[src/rtl/lpi_map.svh]
// Purpose: named constants for the power-up sequencer of a low-power DDR memory
// Assumes: 20 MHz controller clock (50 ns period)
// Notes: all times in their printed units, cycle counts derived from them
`ifndef LPI_MAP_SVH
`define LPI_MAP_SVH
`define LPI_CLK_PERIOD_PS 50000
`define LPI_GATE_LOW_NS 100
`define LPI_CLOCK_LEAD_CYCLES 5
`define LPI_IDLE_US 200
`define LPI_RESET_IDLE_US 1
`define LPI_AUTO_INIT_MAX_US 10
`define LPI_CAL_US 1
`define LPI_BOOT_PERIOD_MIN_NS 18
`define LPI_BOOT_PERIOD_MAX_NS 100
// mode register addresses, operands and the auto-init status bit
`define LPI_MA_INFO 8'h00
`define LPI_MA_RESET 8'h3F
`define LPI_MA_CAL 8'h0A
`define LPI_OP_RESET 8'h00
`define LPI_OP_CAL_INIT 8'hFF
`define LPI_AUTO_INIT_BIT 0
// command codes on the command/address bus (rising half, bits 3:0)
`define LPI_CA_NOP 10'h007
`define LPI_CA_MRW 4'h0
`define LPI_CA_MRR 4'h8
`endif

[src/rtl/lpi_pkg.sv]
// Purpose: types for the power-up sequencer
// Assumes: nothing
// Notes: constants live in lpi_map.svh
package lpi_pkg;
  typedef enum logic [3:0] {
    LPI_GATE_LOW, LPI_CLK_LEAD, LPI_IDLE, LPI_RESET_CMD, LPI_RESET_IDLE,
    LPI_POLL_CMD, LPI_POLL_WAIT, LPI_CAL_GRANT, LPI_CAL_CMD, LPI_CAL_WAIT, LPI_READY
  } lpi_state_e;
  typedef logic [19:0] lpi_count_t;
endpackage

[src/rtl/lpi_seq.sv]
// Purpose: controller-side power-up and initialisation sequencer for a DDR memory
// Assumes: supplies_ok pin rises when all rails are in range; clk is the memory clock
// Notes: commands are driven one per clock, both halves of the 10-bit bus presented
// Notes on behaviour
// - keep clock enable low at least 100 ns after supplies are good.
// - run the clock at least five periods before clock enable first rises.
// - mode register reads only with clock period between 18 and 100 ns; the code issues them at any CLK_PS.
// - mode register writes allowed at normal clock if timing is met.
// - after enable rises, issue only no-ops for at least 200 us.
// - then issue the reset mode register write; precharge-all optional.
// - after reset, keep enable high and issue only no-ops.
// - the post-reset no-op interval lasts at least 1 us.
// - then only mode register reads or power-down until auto-init ends.
// - clock enable may drop then only per power-down rules.
// - proceed only after the maximum time or a completion read-back.
// - use relaxed boot timing until output buffers are configured.
// - after auto-init, calibration may be issued as write to calibration register.
// - calibration commands of memories sharing a bus never overlap.
// - each command takes one clock, both clock edges carry bits.
// - activate selects row and bank, read/write selects bank and column.
`timescale 1ns/1ps
`include "lpi_map.svh"
module lpi_seq import lpi_pkg::*; #(
  parameter int CLK_PS = `LPI_CLK_PERIOD_PS,
  parameter int IDLE_CYCLES = (`LPI_IDLE_US * 1000000 + CLK_PS - 1) / CLK_PS,
  parameter int POLL_GAP = 8
) (
  input wire logic clk,
  input wire logic sys_rst,
  input wire logic supplies_ok,
  input wire logic start,
  input wire logic [7:0] read_data,
  input wire logic read_valid,
  input wire logic cal_grant,
  output logic clk_run,
  output logic clk_enable,
  output logic [9:0] ca_rise,
  output logic [9:0] ca_fall,
  output logic ca_drive_n,
  output logic cal_request,
  output logic boot_timing,
  output logic ready,
  output logic auto_init_timeout
);
  // rounding up of every minimum wait
  localparam int GATE_LOW_CYC = (`LPI_GATE_LOW_NS * 1000 + CLK_PS - 1) / CLK_PS;
  localparam int RST_IDLE_CYC = (`LPI_RESET_IDLE_US * 1000000 + CLK_PS - 1) / CLK_PS;
  localparam int AUTO_MAX_CYC = (`LPI_AUTO_INIT_MAX_US * 1000000 + CLK_PS - 1) / CLK_PS;
  localparam int CAL_CYC = (`LPI_CAL_US * 1000000 + CLK_PS - 1) / CLK_PS;
  // the boot clock range only matters for reads; a compile-time check of range
  localparam bit BOOT_CLK_OK = (CLK_PS >= `LPI_BOOT_PERIOD_MIN_NS * 1000) &&
                               (CLK_PS <= `LPI_BOOT_PERIOD_MAX_NS * 1000);
  // the enable register adds the last lead cycle, so the timer counts one fewer
  localparam int LEAD_CYC = `LPI_CLOCK_LEAD_CYCLES - 1;
  // named copies so the address can be split across the two bus halves
  localparam logic [7:0] MA_RESET = `LPI_MA_RESET;
  localparam logic [7:0] MA_INFO = `LPI_MA_INFO;
  localparam logic [7:0] MA_CAL = `LPI_MA_CAL;

  lpi_state_e state_r;
  logic sup_s1_r, sup_s2_r, sup_s3_r, sup_r;
  logic tmr_load;
  lpi_count_t tmr_val;
  logic tmr_done;
  logic [19:0] auto_cnt_r;
  logic [3:0] gap_r;

  // ----------------------------------------------------------------
  // supply-good synchroniser: change taken once stages two and three agree
  // ----------------------------------------------------------------
  always_ff @(posedge clk or posedge sys_rst) begin
    if (sys_rst) begin
      sup_s1_r <= 1'b0;
      sup_s2_r <= 1'b0;
      sup_s3_r <= 1'b0;
      sup_r <= 1'b0;
    end else begin
      sup_s1_r <= supplies_ok;
      sup_s2_r <= sup_s1_r;
      sup_s3_r <= sup_s2_r;
      if (sup_s2_r == sup_s3_r) begin
        sup_r <= sup_s3_r;
      end
    end
  end

  // ----------------------------------------------------------------
  // interval timer
  // ----------------------------------------------------------------
  lpi_timer #(.WIDTH(20)) u_timer (
    .clk(clk),
    .sys_rst(sys_rst),
    .load(tmr_load),
    .load_val(tmr_val),
    .done(tmr_done)
  );

  // timer loads on each state entry that starts a wait
  always_comb begin
    tmr_load = 1'b0;
    tmr_val = '0;
    unique case (state_r)
      LPI_GATE_LOW: begin
        if (!(sup_r && start)) begin
          tmr_load = 1'b1;
          tmr_val = lpi_count_t'(GATE_LOW_CYC);
        end else if (tmr_done) begin
          // clock starts now; count the lead before enable may rise
          tmr_load = 1'b1;
          tmr_val = lpi_count_t'(LEAD_CYC);
        end
      end
      LPI_CLK_LEAD: begin
        if (tmr_done) begin
          tmr_load = 1'b1;
          tmr_val = lpi_count_t'(IDLE_CYCLES);
        end
      end
      LPI_RESET_CMD: begin
        tmr_load = 1'b1;
        tmr_val = lpi_count_t'(RST_IDLE_CYC);
      end
      LPI_CAL_CMD: begin
        tmr_load = 1'b1;
        tmr_val = lpi_count_t'(CAL_CYC);
      end
      default: begin
      end
    endcase
  end

  // ----------------------------------------------------------------
  // auto-init watchdog, counts from the reset command
  // ----------------------------------------------------------------
  always_ff @(posedge clk or posedge sys_rst) begin
    if (sys_rst) begin
      auto_cnt_r <= '0;
    end else if (state_r == LPI_RESET_CMD) begin
      auto_cnt_r <= 20'(AUTO_MAX_CYC);
    end else if (auto_cnt_r != '0) begin
      auto_cnt_r <= auto_cnt_r - 1'b1;
    end
  end

  // spacing between polling reads so replies can come back
  always_ff @(posedge clk or posedge sys_rst) begin
    if (sys_rst) begin
      gap_r <= '0;
    end else if (state_r == LPI_POLL_CMD) begin
      gap_r <= 4'(POLL_GAP);
    end else if (gap_r != '0) begin
      gap_r <= gap_r - 1'b1;
    end
  end

  // ----------------------------------------------------------------
  // sequence state machine
  // ----------------------------------------------------------------
  always_ff @(posedge clk or posedge sys_rst) begin
    if (sys_rst) begin
      state_r <= LPI_GATE_LOW;
    end else begin
      unique case (state_r)
        // gate low timer keeps reloading until supplies are good and start is high
        LPI_GATE_LOW: if (sup_r && start && tmr_done) state_r <= LPI_CLK_LEAD;
        // clock runs here while enable is still low; timer counted the lead
        LPI_CLK_LEAD: if (tmr_done) state_r <= LPI_IDLE;
        LPI_IDLE: if (tmr_done) state_r <= LPI_RESET_CMD;
        LPI_RESET_CMD: state_r <= LPI_RESET_IDLE;
        LPI_RESET_IDLE: if (tmr_done) state_r <= LPI_POLL_CMD;
        LPI_POLL_CMD: state_r <= LPI_POLL_WAIT;
        LPI_POLL_WAIT: begin
          // completion read-back or maximum time, whichever first
          if ((read_valid && !read_data[`LPI_AUTO_INIT_BIT]) || auto_cnt_r == '0) begin
            state_r <= LPI_CAL_GRANT;
          end else if (gap_r == '0) begin
            state_r <= LPI_POLL_CMD;
          end
        end
        // bus arbiter grants calibration to one memory at a time
        LPI_CAL_GRANT: if (cal_grant) state_r <= LPI_CAL_CMD;
        LPI_CAL_CMD: state_r <= LPI_CAL_WAIT;
        LPI_CAL_WAIT: if (tmr_done) state_r <= LPI_READY;
        LPI_READY: state_r <= LPI_READY;
      endcase
    end
  end

  // ----------------------------------------------------------------
  // pin outputs, all registered
  // ----------------------------------------------------------------
  always_ff @(posedge clk or posedge sys_rst) begin
    if (sys_rst) begin
      clk_run <= 1'b0;
      clk_enable <= 1'b0;
      ca_rise <= `LPI_CA_NOP;
      ca_fall <= '0;
      ca_drive_n <= 1'b1;
      cal_request <= 1'b0;
      boot_timing <= 1'b1;
      ready <= 1'b0;
      auto_init_timeout <= 1'b0;
    end else begin
      // clock starts with the lead state so five cycles precede enable
      clk_run <= (state_r != LPI_GATE_LOW) || (sup_r && start && tmr_done);
      // enable held high from the idle period onward; no power-down is used
      clk_enable <= (state_r != LPI_GATE_LOW) && (state_r != LPI_CLK_LEAD ||
                    tmr_done);
      ca_drive_n <= !((state_r != LPI_GATE_LOW) && (state_r != LPI_CLK_LEAD));
      // one command per clock, both halves presented together
      ca_rise <= `LPI_CA_NOP;
      ca_fall <= '0;
      unique case (state_r)
        LPI_RESET_CMD: begin
          ca_rise <= {MA_RESET[5:0], `LPI_CA_MRW};
          ca_fall <= {`LPI_OP_RESET, MA_RESET[7:6]};
        end
        LPI_POLL_CMD: begin
          // reads only here, sent whatever the clock period; BOOT_CLK_OK only holds boot_timing high
          ca_rise <= {MA_INFO[5:0], `LPI_CA_MRR};
          ca_fall <= {8'h00, MA_INFO[7:6]};
        end
        LPI_CAL_CMD: begin
          ca_rise <= {MA_CAL[5:0], `LPI_CA_MRW};
          ca_fall <= {`LPI_OP_CAL_INIT, MA_CAL[7:6]};
        end
        default: begin
        end
      endcase
      // request and ready change on the same edge; relaxed timing drops with them only when BOOT_CLK_OK
      cal_request <= (state_r == LPI_CAL_GRANT) || (state_r == LPI_CAL_CMD) ||
                     (state_r == LPI_CAL_WAIT && !tmr_done);
      boot_timing <= !((state_r == LPI_CAL_WAIT && tmr_done) || state_r == LPI_READY) ||
                     !BOOT_CLK_OK;
      ready <= (state_r == LPI_CAL_WAIT && tmr_done) || state_r == LPI_READY;
      if (state_r == LPI_POLL_WAIT && auto_cnt_r == '0) begin
        auto_init_timeout <= 1'b1;
      end
    end
  end
endmodule // lpi_seq

[src/rtl/lpi_timer.sv]
// Purpose: down-counting wait timer shared by the gate-low, clock lead, idle, post-reset and calibration waits
// Assumes: load and count come from the same clock domain
// Notes: done is high while the count is zero
`timescale 1ns/1ps
module lpi_timer import lpi_pkg::*; #(
  parameter int WIDTH = 20
) (
  input wire logic clk,
  input wire logic sys_rst,
  input wire logic load,
  input wire logic [WIDTH-1:0] load_val,
  output logic done
);
  logic [WIDTH-1:0] cnt_r;
  // ----------------------------------------------------------------
  // counter
  // ----------------------------------------------------------------
  always_ff @(posedge clk or posedge sys_rst) begin
    if (sys_rst) begin
      cnt_r <= '0;
    end else if (load) begin
      cnt_r <= load_val;
    end else if (cnt_r != '0) begin
      cnt_r <= cnt_r - 1'b1;
    end
  end
  assign done = (cnt_r == '0);
endmodule // lpi_timer

[config.mk]
export PLATFORM = sky130hd
export DESIGN_NAME = lpi_seq
export DESIGN_NICKNAME = d
export VERILOG_FILES = /design/src/rtl/lpi_pkg.sv /design/src/rtl/lpi_seq.sv /design/src/rtl/lpi_timer.sv
export VERILOG_INCLUDE_DIRS = /design/src /design/src/rtl
export SDC_FILE = /design/constraint.sdc
export NUM_CORES = 1
export LEC_CHECK = 0
export ABC_AREA = 1
export BUFFER_PORTS_ARGS = -buffer_cell sky130_fd_sc_hd__buf_4
export CAP_MARGIN = 25
export CORE_ASPECT_RATIO = 1.75
export CORE_MARGIN = 8
export CORE_UTILIZATION = 25
export CTS_BUF_LIST = sky130_fd_sc_hd__clkbuf_16
export CTS_CLUSTER_SIZE = 20
export DETAILED_ROUTE_END_ITERATION = 16
export RECOVER_POWER = 100
export SYNTH_ARGS = -nofsm -noshare
export SYNTH_HDL_FRONTEND = slang
export SYNTH_SLANG_ARGS = --single-unit
[constraint.sdc]
create_clock -name clk -period 2 [get_ports clk]
set_input_delay 0.4 -clock clk [delete_from_list [all_inputs] [get_ports clk]]
set_output_delay 0.4 -clock clk [all_outputs]
set_load 0.05 [all_outputs]
==> results of run 1 <==
==> stage by stage <==
step | utilization | hold slack (ns) | setup TNS [ns] | instances
floorplan | - | 0.331 | 0 | 480
global placement | 0.293 | 0.333 | -0.0631 | 699
finish | 0.304 | 0.194 | 0 | 715
CTS | 0.313 | 0.0971 | 0 | 715
detailed placement | 0.293 | 0.336 | -0.196 | 699
global route | 0.304 | 0.187 | -0.00304 | 715
==> cell usage in the layout (no fill, tap or decap), types with 2 or more instances in the layout <==
| cell | instances |
|---|---|
| dfrtp_1 | 61 |
| inv_1 | 65 |
| inv_2 | 3 |
| nor2_4 | 4 |
| conb_1 | 2 |
| nor3_1 | 16 |
| nand2_2 | 4 |
| nor2_1 | 80 |
| o21ai_0 | 11 |
| a21oi_1 | 9 |
| nor2_2 | 7 |
| a21oi_2 | 2 |
| xor2_1 | 12 |
| ha_1 | 4 |
| clkbuf_4 | 2 |
| and3_1 | 2 |
| nand3b_1 | 4 |
| xnor2_1 | 8 |
| buf_4 | 27 |
| nand2_1 | 100 |
| clkbuf_1 | 29 |
| nand3_1 | 38 |
| nand3_2 | 2 |
| clkinv_2 | 3 |
| clkbuf_16 | 9 |
| nor4_1 | 4 |
| nand4_1 | 6 |
| clkinv_1 | 2 |
| or2_2 | 2 |
| dfstp_2 | 3 |
==> registers in the layout, indices dropped and copies added, names as in the netlist <==
name	flops
auto_cnt_r	20
auto_init_timeout	1
boot_timing	1
ca_drive_n	1
ca_fall	1
ca_rise	4
cal_request	1
clk_enable	1
clk_run	1
gap_r	4
ready	1
state_r	4
sup_r	1
sup_s1_r	1
sup_s2_r	1
sup_s3_r	1
u_timer.cnt_r	20
==> routing by layer <==
metal  GRT usage  up-vias  part of all wire
li1            -     1590                 -
met1      0.0932     1422              0.37
met2       0.197       44              0.57
met3      0.0242       19             0.032
met4      0.0519        0             0.028
met5           0        -                 0
==> logic make-up after synthesis <==
kind of cell | Yosys count
AO/OA/AOI/OAI | 30
XOR/XNOR | 20
adder cells (fa/ha/maj) | 5
buffers and inverters | 87
flip-flops | 64
other | 1
AND/OR/NAND/NOR | 272
==> layout make-up <==
cell class	instances	area, sq um
inverters	67	251
clock inverters	7	56.3
well taps	180	225
repair buffers	59	339
fillers	1560	9950
clock buffers	9	225
flip-flops and latches	64	1610
multi-input cells	329	1650
==> critical path, stage by stage (launching register included) <==
cell and delay (ns):
dfrtp_1 0.40, inv_1 0.11, ha_1 0.18, nand2_1 0.10, nor2_2 0.16, nand3_2 0.22, nand2_1 0.18, inv_1 0.10
nand3_1 0.10, nand2_1 0.06, nand2_1 0.05, nor2_1 0.05
==> timing repair <==
item,CTS,global route
pin swaps,0,1
endpoints found under the setup margin,4,8
hold endpoints to repair,0,0
resized for setup,1,2
setup buffers,0,0
==> power by group through the flow <==
| stage | Sequential, uW | Clock [uW] | Combinational [uW] |
|---|---|---|---|
| 4_1_cts | 2170 | 1560 | 4060 |
| 6_report | 2160 | 1510 | 3910 |
| 2_1_floorplan | 2320 | 0 | 2790 |
| 5_1_grt | 2230 | 1600 | 4400 |
| 3_5_place_dp | 2190 | 0 | 4040 |
| 3_3_place_gp | 2180 | 0 | 4000 |
==> how the worst max path moves through the flow <==
| stage | from | to | slack, ns | depth (start not counted) |
|---|---|---|---|---|
| finish | auto_cnt_r[0] | auto_cnt_r[17] | 0.18 | 11 |
| global route | u_timer.cnt_r[0] | u_timer.cnt_r[9] | -0.003 | 12 |
| CTS | u_timer.cnt_r[0] | u_timer.cnt_r[13] | 0.01 | 10 |
| detailed placement | u_timer.cnt_r[0] | u_timer.cnt_r[3] | -0.07 | 10 |
| global placement | u_timer.cnt_r[0] | u_timer.cnt_r[3] | -0.03 | 10 |
| floorplan | sys_rst | auto_cnt_r[0] | 0.007 | 1 |
==> flow_summary_export.csv, run 1 <==
group,metric,value,unit
run_status,outcome,"finished, final reports clean",
setup_path,cp.required,2.23,ns
placed_design,post-place-ws,-0.0661,ns
synth,synth_xor_area_frac,0.0482,
pwr,vdd_ir_drop_max,0.413,mV
drt,postRouteAntennaNets,0,
placed_design,hpwlAfterDp,7060,microns
sta,max_freq,551,MHz
setup_path,r2r-end,"auto_cnt_r[17]",
sta,fin_crit,1.82,ns
final_layout,diodes,0,
clocking,cts_hold_buffers,0,
clocking,cts-root-buf,"clkbuf_16",
pwr,p_leak,0.00231,uW
drt,drtIter0Drc,98,
setup_path,cp-start-kind,"flop",
sta,finalSetupViolations,0,
synth,synth_cell_types,39,
final_layout,drive_gt1_frac,0.135,
synth,synth_top_area_frac,0.420,
synth,yosysMostFrequentCell,"nand2_1",
sta,worst_slack,0.184,ns
synth,yosysTopAreaCell,"dfrtp_1",
setup_path,path_max_fanout,8,
synth,synth_edf_count,0,
pwr,combPwrFrac,0.516,
setup_path,end_kind,"flop",
synth,synth_top_family_by_area,"simple AND/OR/NAND/NOR gates",
drt,routed_wl,9040,microns
synth,synth-simple-area-share,0.335,
synth,syn_inst,479,
clocking,cts_sinks,64,
global_routing,grt_util_all_layers,0.102,
final_layout,finalInstanceArea,4350,sq um
sta,hold_viol,0,
sta,skew,0.00678,ns
synth,synth_fa_ha_area_frac,0.0165,
pwr,finalPower,7580,uW
pwr,swShare,0.465,
floorplan,floorplan.initialDensity,0.254,
final_layout,synthToLayoutAreaGrowth,19.7,%
setup_path,path_class,"flop to flop",
clocking,cts_max_level,3,
sta,slew_violations,0,
synth,yosysSeqAreaShare,0.442,
pwr,p_sw,3530,uW
drt,via_count,3075,
global_routing,grt-ovfl-total,0,
clocking,clk_path_buf_depth,2,
global_routing,grt_first_pass_wirelength,15100,microns
floorplan,io_pins,41,
hold_path,worstHoldPathType,"input port to asynchronous set/reset pin",
final_layout,nets,548,
pwr,p_int,4060,uW
floorplan,die_area,18800,sq um
placed_design,gp_congestion,0.877,
synth,ys_ff_latch,64,
setup_path,ff2ff_path_depth,11,
global_routing,first_global_vias,3220,
sta,worst_pin_slew,0.955,ns
clocking,clk-insertion-delay-late,0.33,ns
floorplan,die_w,107,microns
flow_run,cap_violations,0,
pwr,power_density,1740,nW/um^2
drt,vias_per_cell,4.30,
placed_design,dpl-instance-area,4190,sq um
drt,drc,0,
synth,synthMuxAreaShare,0,
clocking,cts_tree,"built",
setup_path,r2r_setup_slack,0.18,ns
synth,syn_avg_cell_area,7.59,sq um
sta,fin_crit_sh,0.908,
synth,ys_top_cells_by_area,"dfrtp_1 42%, nand2_1 10%, nor2_1 8.4%",
global_routing,grt_start_max_net_pins,21,
floorplan,core-area,14300,sq um
placed_design,port_buffers,31,
clocking,cts_buffers,9,
pwr,p_seq_frac,0.285,
drt,routedWlPerCell,12.6,microns
synth,synth_compound_area_frac,0.0489,
floorplan,rows,58,
floorplan,fp.dieH,175,microns
synth,synthArstFlopShare,1.00,
sta,relSlewSlack,0.363,
synth,synth-warning-count,0,
synth,synth_commonest_cells,"101 x nand2_1, 81 x nor2_1, 61 x dfrtp_1, 61 x inv_1, 38 x nand3_1",
clocking,clk_pin_slew,0.05,ns
global_routing,antenna_found_initial,0,
drt,first_pass_iters,4,
setup_path,critical_path_arrival,2.04,ns
synth,synth_top_flop_cell,"dfrtp_1",
setup_path,reg2reg_from,"auto_cnt_r[0]",
synth,syn_area,3630,sq um
pwr,clock_power_share,0.199,
Note: power is estimated with default switching activity, not from simulation.
==> inputs of run 2 (changes only) <==
--- a/config.mk
+++ b/config.mk
@@ -6,14 +6,12 @@
 export SDC_FILE = /design/constraint.sdc
 export NUM_CORES = 1
 export LEC_CHECK = 0
-export ABC_AREA = 1
 export BUFFER_PORTS_ARGS = -buffer_cell sky130_fd_sc_hd__buf_4
 export CAP_MARGIN = 25
 export CORE_ASPECT_RATIO = 1.75
 export CORE_MARGIN = 8
 export CORE_UTILIZATION = 25
 export CTS_BUF_LIST = sky130_fd_sc_hd__clkbuf_16
-export CTS_CLUSTER_SIZE = 20
 export DETAILED_ROUTE_END_ITERATION = 16
 export RECOVER_POWER = 100
 export SYNTH_ARGS = -nofsm -noshare
==> run 2 against run 1 <==
The run now ends with capacitance limit, slew limit, setup timing left. Register-to-register slack worse by 0.30 ns. Sequential share of layout area down 3.4 points. Sequential power down 40%. Utilization up 5.4 points. Clock power up 17%. Clock skew up 0.00093 ns. Die area down 5.2%. Flip-flop and latch count unchanged. Largest cell class unchanged. Largest power group is now the clock network. Highest routed layer unchanged.
==> flow_summary_export.csv, run 2 <==
group,metric,value,unit
sta,relSlewSlack,-0.0945,
clocking,clk_path_buf_depth,2,
global_routing,grt_util_all_layers,0.103,
synth,yosysMostFrequentCell,"dfrtp_1",
setup_path,cp-startpoint,"u_timer.cnt_r[1]",
floorplan,floorplan.initialDensity,0.255,
setup_path,path_class,"flop to flop",
final_layout,drive_gt1_frac,0.324,
pwr,power_density,653,nW/um^2
setup_path,path_max_fanout,2,
final_layout,n_fill_cell,1323,
run_status,violations,"capacitance limit, slew limit, setup timing",
floorplan,fp.dieH,171,microns
global_routing,grt_start_max_net_pins,65,
synth,synth-warning-count,0,
placed_design,gp_congestion,0.822,
floorplan,die_w,104,microns
sta,fin_crit,2.12,ns
synth,synth_top_flop_cell,"dfrtp_1",
placed_design,hpwlAfterDp,6210,microns
setup_path,critical_path_arrival,2.37,ns
drt,postRouteAntennaNets,0,
setup_path,cp-start-kind,"flop",
setup_path,r2r-end,"u_timer.cnt_r[14]",
pwr,swShare,0.195,
final_layout,multi_input_area,1850,sq um
drt,routedWlPerCell,14.8,microns
sta,worst_slack,-0.116,ns
final_layout,reg_top3,"auto_cnt_r x20, u_timer.cnt_r x20",
drt,vias_per_cell,4.82,
synth,ys_top_cells_by_area,"dfrtp_1 45%, nor2_1 5.3%, xor2_1 5.1%",
drt,drc,0,
sta,finalSetupViolations,10,
drt,drtIter0Drc,93,
global_routing,grt-ovfl-total,0,
global_routing,antenna_found_initial,0,
clocking,cts_buffers,9,
sta,max_freq,473,MHz
synth,synthArstFlopShare,1.00,
clocking,cts-root-buf,"clkbuf_16",
clocking,clk_pin_slew,0.06,ns
sta,hold_viol,0,
pwr,p_leak,0.00213,uW
final_layout,final_common_cell,"buf_4",
sta,fin_crit_sh,1.06,
final_layout,final-seq-area,1610,sq um
hold_path,worstHoldPathType,"input port to flop",
placed_design,placed_cells,577,
pwr,p_int,2520,uW
final_layout,nets,454,
setup_path,cpPeakStageDelay,0.43,ns
run_status,outcome,"finished with violations",
pwr,combPwrFrac,0.016,
clocking,cts_hold_buffers,0,
floorplan,die_area,17800,sq um
synth,yosysTopAreaCell,"dfrtp_1",
synth,syn_inst,346,
floorplan,io_pins,41,
floorplan,core-area,13400,sq um
setup_path,reg2reg_from,"u_timer.cnt_r[1]",
sta,rsz0062_at_grt,"yes",
setup_path,cp_slowest_cell,"or3_4",
synth,synth_cell_types,65,
final_layout,synthToLayoutAreaGrowth,40.2,%
setup_path,endpoint,"u_timer.cnt_r[14]",
synth,yosysSeqAreaShare,0.470,
final_layout,layout_common_cells,"66 x buf_4, 61 x dfrtp_1, 48 x nor2_1",
final_layout,finalInstanceArea,4790,sq um
final_layout,final_util,0.358,
sta,skew,0.00771,ns
placed_design,dpl-instance-area,4140,sq um
sta,worst_pin_slew,1.64,ns
setup_path,crit_chain,"inv_2 > ha_4 > nor3b_4 > nand4b_1 > or3_4 > or4_4 > a21oi_2",
pwr,vdd_ir_drop_max,0.348,mV
final_layout,layout.cells.non_filler,615,
synth,synth_top_area_frac,0.447,
drt,routed_wl,9070,microns
setup_path,cp.required,2.26,ns
clocking,cts_max_level,3,
floorplan,rows,56,
synth,synth_edf_count,0,
final_layout,diodes,0,
clocking,cts_tree,"built",
pwr,clock_power_share,0.567,
synth,synth_commonest_cells,"61 x dfrtp_1, 48 x nor2_1, 20 x xor2_1, 15 x buf_4, 15 x o21ai_0",
flow_run,cap_violations,1,
global_routing,grt_first_pass_wirelength,14700,microns
placed_design,port_buffers,31,
sta,slew_violations,65,
pwr,p_sw,609,uW
sta,final.setup.tns,-0.342,ns
clocking,clk-insertion-delay-late,0.33,ns
setup_path,ff2ff_path_depth,7,
global_routing,first_global_vias,3014,
synth,syn_area,3420,sq um
setup_path,r2r_setup_slack,-0.12,ns
synth,ys_ff_latch,64,
drt,via_count,2966,
pwr,p_seq_frac,0.417,
placed_design,post-place-ws,-0.135,ns
drt,first_pass_iters,5,
setup_path,end_kind,"flop",
synth,syn_avg_cell_area,9.88,sq um
clocking,cts_sinks,64,
## run 2: cell types whose count changed after synthesis, moves of 8 or more
cell / change
inv_1: -50
nand2_1: -87
nand2b_1: +9
nand3_1: -32
nor2_1: -33
xor2_1: +8
## run 2: layout make-up
| type | instances | share of cell area |
|---|---|---|
| multi-input combinational | 244 | 0.386 |
| sequential | 64 | 0.335 |
| timing repair buffer | 106 | 0.155 |
| clock buffer | 9 | 0.0470 |
| tap | 174 | 0.0454 |
| clock inverter | 7 | 0.0232 |
| inverter | 11 | 0.00862 |
## run 2: power by group through the flow
| stage | Clock, uW | Sequential, uW | Combinational [uW] |
|---|---|---|---|
| 2_1_floorplan | 0 | 1330 | 34.7 |
| 3_3_place_gp | 0 | 1330 | 55.7 |
| 3_5_place_dp | 0 | 1330 | 56.6 |
| 4_1_cts | 1820 | 1300 | 56.9 |
| 5_1_grt | 1880 | 1300 | 58.0 |
| 6_report | 1770 | 1300 | 49.6 |
## run 2: worst max-delay path: cells and delay by family (launching register included)
kind	cells	cell delay, ns
AOI/OAI and AO/OA	1	0.16
and+or+nand+nor	4	1.24
buffers and inverters	1	0.10
adders and majority gates	1	0.15
DFF	1	0.39
## run 2: per-stage QoR
step                power, uW  hold slack [ns]
floorplan                1360            0.331
global placement         1380            0.334
detailed placement       1380            0.338
CTS                      3180            0.155
global route             3250            0.185
finish                   3130            0.197
## run 2: worst min path at each step
stage                start        to  slack, ns  cells past startpoint
3_3_place_gp      sup_s1_r  sup_s2_r       0.33                      0
3_5_place_dp      sup_s1_r  sup_s2_r       0.34                      0
4_1_cts            sys_rst  sup_s2_r       0.16                      3
6_report       supplies_ok  sup_s1_r       0.20                      1
2_1_floorplan     sup_s1_r  sup_s2_r       0.33                      0
5_1_grt        supplies_ok  sup_s1_r       0.19                      1
## run 2: routing by layer
metal | share of wire | GRT usage | vias up
met5 | 0 | 0 | -
met4 | 0.041 | 0.0532 | 0
met3 | 0.032 | 0.0290 | 29
met2 | 0.56 | 0.196 | 60
met1 | 0.36 | 0.0973 | 1474
li1 | - | - | 1403
## run 2: cells by family after synthesis
family,count (synthesis),share of synthesized area
other cells,1,0.00110
simple gates,135,0.229
xor+xnor,31,0.0794
compound gates,68,0.134
fa+ha+maj,5,0.0176
buf+inv,39,0.0604
flops,64,0.470
mux,3,0.00915
## run 2: timing repair
| item | 4_1_cts | 5_1_grt |
|---|---|---|
| setup endpoints to repair | 13 | 33 |
| cloned | 0 | 0 |
| pin swaps | 11 | 14 |
| buffers inserted | 8 | 15 |
| resized for setup | 29 | 32 |
